--- config.mk ---
export PLATFORM = sky130hd
export DESIGN_NAME = dcg_debug_command_gate
export DESIGN_NICKNAME = d
export VERILOG_FILES = /design/src/dcg_pkg.sv /design/src/dcg_runtime_counter.sv /design/src/dcg_debug_command_gate.sv
export SDC_FILE = /design/constraint.sdc
export NUM_CORES = 1
export LEC_CHECK = 0
export BUFFER_PORTS_ARGS = -buffer_cell sky130_fd_sc_hd__buf_2
export CORE_MARGIN = 3
export CORE_UTILIZATION = 51
export CTS_CLUSTER_DIAMETER = 50
export DETAILED_ROUTE_END_ITERATION = 16
export GPL_ROUTABILITY_DRIVEN = 0
export HOLD_SLACK_MARGIN = 0.1
export PLACE_DENSITY_LB_ADDON = 0.25
export SLEW_MARGIN = 20
export SYNTH_ARGS = -nofsm -noshare
export SYNTH_HDL_FRONTEND = slang
export SYNTH_HIERARCHICAL = 1
export SYNTH_SLANG_ARGS = --single-unit
--- constraint.sdc ---
create_clock -name clk -period 3.75 [get_ports clk]
set_input_delay 0 -clock clk [delete_from_list [all_inputs] [get_ports clk]]
set_output_delay 0 -clock clk [all_outputs]
set_load 0.02 [all_outputs]
--- src/dcg_pkg.sv ---
// Package of the debug command gate: command codes, reply constants and layout.
// Assumes one system clock; no registers reachable by software.
package dcg_pkg;
    localparam logic [7:0] CMD_READ_REVISION = 8'h00;
    localparam logic [7:0] CMD_READ_STATUS = 8'h02;
    localparam logic [7:0] CMD_READ_RUNTIME = 8'h03;
    localparam logic [7:0] CMD_WRITE_PC = 8'h06;
    localparam logic [7:0] CMD_READ_PC = 8'h07;
    localparam logic [7:0] CMD_WRITE_REG = 8'h08;
    localparam logic [7:0] CMD_READ_REG = 8'h09;
    localparam logic [7:0] CMD_WRITE_PROG = 8'h0A;
    localparam logic [7:0] CMD_READ_PROG = 8'h0B;
    localparam logic [7:0] CMD_WRITE_DATA = 8'h0C;
    localparam logic [7:0] CMD_READ_DATA = 8'h0D;
    localparam logic [7:0] CMD_READ_CRC = 8'h0E;
    localparam logic [7:0] CMD_RESERVED_0F = 8'h0F;
    localparam logic [7:0] CMD_STEP = 8'h10;
    localparam logic [7:0] CMD_STUFF = 8'h11;
    localparam logic [7:0] CMD_EXECUTE = 8'h12;
    localparam logic [7:0] CMD_FIRST_RESERVED = 8'h13;
    // Revision value is arbitrary.
    localparam logic [15:0] REVISION_WORD = 16'h0100;
    localparam logic [15:0] RUNTIME_RESET = 16'h0000;
    localparam logic [15:0] RUNTIME_MAX = 16'hFFFF;
    // Flash control register address (12-bit register space) and mass erase value.
    localparam logic [11:0] FLASH_CTRL_ADDR = 12'hFF8;
    localparam logic [11:0] FLASH_REG_FIRST = 12'hFF8;
    localparam logic [11:0] FLASH_REG_LAST = 12'hFFF;
    localparam logic [7:0] FLASH_MASS_ERASE = 8'h63;
    typedef enum logic [4:0] {
        ST_IDLE = 5'b00001,
        ST_REPLY = 5'b00010,
        ST_ADDR_HI = 5'b00100,
        ST_ADDR_LO = 5'b01000,
        ST_WDATA = 5'b10000
    } dcg_state_t;
endpackage

--- src/dcg_runtime_counter.sv ---
// Runtime counter: counts system clock cycles with run high between breakpoints, saturating.
// Assumes run and clear come from logic on the same clock.
`timescale 1ns/1ns
module dcg_runtime_counter (
    input wire logic clk,
    input wire logic resetn,
    input wire logic run,
    input wire logic clear,
    output logic [15:0] count
);
    import dcg_pkg::*;

    logic [15:0] count_reg;

    always_ff @(posedge clk or negedge resetn) begin
        if (!resetn) begin
            count_reg <= RUNTIME_RESET;
        end else if (clear) begin
            count_reg <= RUNTIME_RESET;
        end else if (run && count_reg != RUNTIME_MAX) begin
            count_reg <= count_reg + 16'h0001;
        end
    end

    assign count = count_reg;
endmodule

--- src/dcg_debug_command_gate.sv ---
// Command interpreter of the on-chip debugger with read-protect gating.
// Assumes command and data bytes arrive as one-cycle strobes from the serial
// link logic on the same clock, and reply bytes are taken under ready.
//
// How it works
// - Host sends command byte, then data; replies follow.
// - Command 00H returns revision, major byte first.
// - Command 02H returns one debugger status byte.
// - Runtime counter increments each clock the CPU runs between breakpoints.
// - Runtime counter starts at zero and saturates.
// - PC write and read refused under protection.
// - Protected register writes only reach flash registers.
// - Protected flash control write only mass erase.
// - Register read, program write/read disabled when protected.
// - Data write disabled protected; data read allowed.
// - Checksum read stays usable when protected.
// - Step, stuff, execute disabled under protection.
`timescale 1ns/1ns
module dcg_debug_command_gate (
    input wire logic clk,
    input wire logic resetn,
    input wire logic rx_valid,
    input wire logic [7:0] rx_byte,
    output logic tx_valid,
    output logic [7:0] tx_byte,
    input wire logic tx_ready,
    input wire logic read_protect,
    input wire logic [7:0] debugger_status_byte,
    input wire logic cpu_running,
    input wire logic breakpoint_hit,
    output logic cmd_valid,
    output logic [7:0] cmd_code,
    output logic [11:0] cmd_addr,
    output logic [7:0] cmd_data,
    output logic cmd_refused
);
    import dcg_pkg::*;

    dcg_state_t state_reg;
    logic [7:0] cmd_reg;
    logic [15:0] reply_reg;
    logic reply_two_reg;
    logic [11:0] addr_reg;
    logic [15:0] runtime;
    logic rp_meta_reg;
    logic rp_sync_reg;

    // Returns one when the command is blocked outright by read protection.
    function automatic logic blocked(input logic [7:0] code);
        case (code)
            CMD_WRITE_PC: blocked = 1'b1;
            CMD_READ_PC: blocked = 1'b1;
            CMD_READ_REG: blocked = 1'b1;
            CMD_WRITE_PROG: blocked = 1'b1;
            CMD_READ_PROG: blocked = 1'b1;
            CMD_WRITE_DATA: blocked = 1'b1;
            CMD_STEP: blocked = 1'b1;
            CMD_STUFF: blocked = 1'b1;
            CMD_EXECUTE: blocked = 1'b1;
            default: blocked = 1'b0;
        endcase
    endfunction

    // Returns one for reserved command codes.
    function automatic logic reserved(input logic [7:0] code);
        case (code)
            8'h01: reserved = 1'b1;
            8'h04: reserved = 1'b1;
            8'h05: reserved = 1'b1;
            CMD_RESERVED_0F: reserved = 1'b1;
            default: reserved = (code >= CMD_FIRST_RESERVED);
        endcase
    endfunction

    // Returns one for commands answered by this block with reply bytes.
    function automatic logic replies(input logic [7:0] code);
        replies = (code == CMD_READ_REVISION) || (code == CMD_READ_STATUS)
            || (code == CMD_READ_RUNTIME);
    endfunction

    // Returns one for single-byte commands passed on to the debug engine.
    function automatic logic engine_cmd(input logic [7:0] code);
        engine_cmd = !reserved(code) && !replies(code) && (code != CMD_WRITE_REG);
    endfunction

    // Read-protect option is a pin level; it passes two flip-flops.
    always_ff @(posedge clk or negedge resetn) begin
        if (!resetn) begin
            rp_meta_reg <= 1'b0;
            rp_sync_reg <= 1'b0;
        end else begin
            rp_meta_reg <= read_protect;
            rp_sync_reg <= rp_meta_reg;
        end
    end

    dcg_runtime_counter u_runtime (
        .clk(clk),
        .resetn(resetn),
        .run(cpu_running),
        .clear(breakpoint_hit),
        .count(runtime)
    );

    // Command sequencer: walks the byte order of each command.
    always_ff @(posedge clk or negedge resetn) begin
        if (!resetn) begin
            state_reg <= ST_IDLE;
        end else begin
            case (state_reg)
                ST_IDLE: begin
                    if (rx_valid && replies(rx_byte)) begin
                        state_reg <= ST_REPLY;
                    end else if (rx_valid && rx_byte == CMD_WRITE_REG) begin
                        state_reg <= ST_ADDR_HI;
                    end
                end
                ST_REPLY: begin
                    if (tx_ready && !reply_two_reg) begin
                        state_reg <= ST_IDLE;
                    end
                end
                ST_ADDR_HI: begin
                    if (rx_valid) begin
                        state_reg <= ST_ADDR_LO;
                    end
                end
                ST_ADDR_LO: begin
                    if (rx_valid) begin
                        state_reg <= ST_WDATA;
                    end
                end
                ST_WDATA: begin
                    if (rx_valid) begin
                        state_reg <= ST_IDLE;
                    end
                end
                default: begin
                    state_reg <= ST_IDLE;
                end
            endcase
        end
    end

    // Reply bytes are loaded at the command edge and leave high byte first.
    always_ff @(posedge clk or negedge resetn) begin
        if (!resetn) begin
            reply_reg <= 16'h0000;
            reply_two_reg <= 1'b0;
        end else if (state_reg == ST_IDLE && rx_valid) begin
            if (rx_byte == CMD_READ_REVISION) begin
                reply_reg <= REVISION_WORD;
                reply_two_reg <= 1'b1;
            end else if (rx_byte == CMD_READ_STATUS) begin
                reply_reg <= {debugger_status_byte, 8'h00};
                reply_two_reg <= 1'b0;
            end else if (rx_byte == CMD_READ_RUNTIME) begin
                reply_reg <= runtime;
                reply_two_reg <= 1'b1;
            end
        end else if (state_reg == ST_REPLY && tx_ready) begin
            reply_reg <= {reply_reg[7:0], 8'h00};
            reply_two_reg <= 1'b0;
        end
    end

    // Command byte and register address of a register write.
    always_ff @(posedge clk or negedge resetn) begin
        if (!resetn) begin
            cmd_reg <= 8'h00;
            addr_reg <= 12'h000;
        end else if (state_reg == ST_IDLE && rx_valid) begin
            cmd_reg <= rx_byte;
        end else if (state_reg == ST_ADDR_HI && rx_valid) begin
            addr_reg <= {rx_byte[3:0], 8'h00};
        end else if (state_reg == ST_ADDR_LO && rx_valid) begin
            addr_reg <= {addr_reg[11:8], rx_byte};
        end
    end

    // Command, address and data handed to the debug engine.
    always_ff @(posedge clk or negedge resetn) begin
        if (!resetn) begin
            cmd_code <= 8'h00;
            cmd_addr <= 12'h000;
            cmd_data <= 8'h00;
        end else if (state_reg == ST_IDLE && rx_valid && engine_cmd(rx_byte)) begin
            cmd_code <= rx_byte;
        end else if (state_reg == ST_WDATA && rx_valid) begin
            cmd_code <= cmd_reg;
            cmd_addr <= addr_reg;
            cmd_data <= rx_byte;
        end
    end

    // Accept and refuse pulses, gated by read protection.
    always_ff @(posedge clk or negedge resetn) begin
        if (!resetn) begin
            cmd_valid <= 1'b0;
            cmd_refused <= 1'b0;
        end else begin
            cmd_valid <= 1'b0;
            cmd_refused <= 1'b0;
            if (state_reg == ST_IDLE && rx_valid && engine_cmd(rx_byte)) begin
                if (rp_sync_reg && blocked(rx_byte)) begin
                    cmd_refused <= 1'b1;
                end else begin
                    cmd_valid <= 1'b1;
                end
            end else if (state_reg == ST_WDATA && rx_valid) begin
                if (rp_sync_reg && (addr_reg < FLASH_REG_FIRST)) begin
                    cmd_refused <= 1'b1;
                end else if (rp_sync_reg && addr_reg == FLASH_CTRL_ADDR
                    && rx_byte != FLASH_MASS_ERASE) begin
                    cmd_refused <= 1'b1;
                end else begin
                    cmd_valid <= 1'b1;
                end
            end
        end
    end

    assign tx_valid = (state_reg == ST_REPLY);
    assign tx_byte = reply_reg[15:8];
endmodule

==> flow_summary.toml <==
[outcome]
status = "finished clean"

[run]
max_cap_viol_count = 0

[power_and_ir_drop]
netSwitchingFraction = 0.303
pwr-share-seq = 0.537
clock_power_share = 0.314
internal_power_mw = 1.40
static-leakage-power_nw = 2.46
comb_power_share = 0.148
p_per_area_mw_per_mm2 = 396
ir_drop_uv = 197
p_switching_mw = 0.607
power_mw = 2.00

[global_routing]
grt_pass1_wl_um = 17300
grt_pass1_vias = 3572
antenna_found_initial = 0
grt-ovfl-total = 0
grt.total_usage = 0.215
grt_max_degree = 57

[synth]
synth_area_leader_cell = "dfrtp_1"
synth_mux_area_frac = 0.0396
synth_most_common_cell = "nand2_1"
synth_top_area_share = 0.496
synth_common_cells = "108 x nand2_1, 89 x dfrtp_1, 20 x a21oi_1"
yosys_warnings = 6
synth_compound_area_frac = 0.157
synth_top_family_by_area = "simple AND/OR/NAND/NOR gates"
synthCells = 457
syn_nets = 481
yosys.area_share.simple = 0.234
synth-xor-area-share = 0.00390
ys_top_cells_by_area = "dfrtp_1 50%, nand2_1 9.0%, a22o_1 3.3%"
ys_ff_latch = 90
synth_area_mm2 = 0.00449
synth_edf_count = 0
postSynthAreaPerCell_um2 = 9.82
yosysSeqAreaShare = 0.502
async_flop_share = 1.00
synthDistinctLibCells = 60
synthAdderAreaFrac = 0.00279
synth_flop_cell = "dfrtp_1"

[sta]
max_clock_freq_mhz = 389
setup_viol = 0
skew_ns = 0.0133
rsz0062_at_grt = "false"
period_needed_ns = 2.57
period_share = 0.685
hold_violations = 0
relSlewSlack = 0.359
fin_setup_tns_ns = 0
worst_pin_slew_ns = 0.961
maxSlewViolCount = 0
whs_ns = 0.117

[die]
fp.dieH_um = 99.8
die_width_um = 99.8
dieArea_mm2 = 0.00996
num_io_pins = 62
rows = 33
core_mm2 = 0.00838
initial_utilization = 0.535

[worst_setup_path]
path_cells = "ha_1 > nand4_2 > nor4_4 > nand3b_1 > a21oi_1 > dlygate4sd3_1"
startpoint = "u_runtime/count[0]"
worstRegToRegCells = 6
slowest_stage = "nor4_4"
cp_max_fo = 19
startpoint_type = "flip-flop"
critPathKind = "flip-flop to flip-flop"
required_ns = 4.00
r2r_slack_ns = 1.18
crit_end = "u_runtime/count[1]"
worstPathArrival_ns = 2.82
max_stage_delay_ns = 0.78
cp-end-kind = "flip-flop"
reg2reg_from = "u_runtime/count[0]"
r2r-end = "u_runtime/count[1]"

[drt]
drc_errors = 0
wl_um = 10300
via_per_inst = 5.80
antenna_left = 0
vias = 3598
drt_iter0_drc = 165
drtPass1Iterations = 4
routedWlPerCell_um = 16.6

[placed_design]
place_hpwl_um = 6930
numPortBuffers = 61
placed_cell_area_mm2 = 0.00470
dp.cells = 587

[clock_network]
cts_tree = "done"
root_buffer = "clkbuf_8"
cts_setup_buffers = 0
cts_buffer_depth = 2
cts-htree-levels = 3
clkTransAtPathRegs_ns = 0.10
post_cts_resized = 0
numCtsBuffers = 9
cts_sinks = 90
holdBufCountCts = 17
insertion_delay_ns = 0.36

[layout]
stdcell_area_mm2 = 0.00505
fin_cells = 620
n_fill_cell = 740
n_antenna_cell = 0
syn2layout_area_growth_pct = 12.6
fin_nets = 534
drive_gt1_frac = 0.214

[hold_path]
hp-class = "input port to flip-flop"
hp-start = "debugger_status_byte[6]"
[placed cells by master, fill, tap and decap left out, types with 3 or more instances in the layout]
cell type / count
nand3_1: 16
nand3b_1: 3
mux2_2: 10
or4_1: 6
o211ai_1: 8
buf_4: 4
a31oi_1: 8
nand4_1: 12
o21ai_1: 3
nor3_1: 6
mux2_1: 4
inv_1: 7
o31ai_1: 8
dlygate4sd3_1: 17
dfrtp_1: 89
clkbuf_8: 9
and3_1: 4
o21ai_0: 19
a22o_1: 17
nand2_1: 108
buf_2: 60
nor4_1: 8
nor2b_1: 7
nor2_1: 12
a21oi_1: 20
inv_6: 4
[logic make-up (layout without fill, tap and decap cells)]
kind of cell / Yosys count / count (layout)
buffers and inverters: 46 / 104
multiplexers: 16 / 16
XOR/XNOR: 2 / 2
AND/OR/NAND/NOR: 202 / 202
adder cells (fa/ha/maj): 1 / 1
flip-flops: 90 / 90
AO/OA/AOI/OAI: 100 / 100
[power groups by stage]
stage,Combinational (mW),Sequential [mW],Clock (mW)
after floorplan,0.195,1.10,0
after global placement,0.278,1.09,0
after detailed placement,0.284,1.09,0
after CTS,0.300,1.08,0.645
after global routing,0.329,1.08,0.685
final,0.297,1.08,0.630
[layout make-up]
type                    instances  area [um2]  area share
clock inverters                 7        58.8      0.0116
well taps                     105         131      0.0260
multi-input cells             321        1960       0.388
flip-flops and latches         90        2250       0.446
inverters                       7        26.3     0.00520
repair buffers                 81         500      0.0990
clock buffers                   9         124      0.0245
[routing by layer]
metal / vias up / GRT usage / part of all wire
met5: - / 0 / 0
met4: 0 / 0.0599 / 0.015
met3: 17 / 0.0486 / 0.051
met2: 99 / 0.354 / 0.48
met1: 1735 / 0.287 / 0.45
li1: 1747 / - / -
[stage by stage]
| step | util | worst slack [ns] |
|---|---|---|
| after floorplan | - | 1.98 |
| after global placement | 0.561 | 1.38 |
| after detailed placement | 0.561 | 1.26 |
| after CTS | 0.603 | 1.23 |
| after global routing | 0.603 | 1.03 |
| final | 0.603 | 1.18 |
[how the worst min path moves through the flow]
stage                          endpoint  slack, ns  cells past startpoint
after floorplan             addr_reg[0]      -0.30                      0
after global placement      cmd_addr[3]       0.09                      1
after detailed placement    cmd_addr[5]       0.10                      1
after CTS                 reply_reg[11]       0.10                      4
after global routing      reply_reg[11]       0.12                      4
final                     reply_reg[14]       0.12                      4
[critical path, delay by kind of cell (launching register included)]
kind,cells,cell delay [ns]
AND/OR/NAND/NOR,3,1.13
buffers and inverters,1,0.58
flip-flops,1,0.44
adder cells (fa/ha/maj),1,0.26
AO/OA/AOI/OAI,1,0.07
Note: power is estimated with default switching activity, not from simulation.
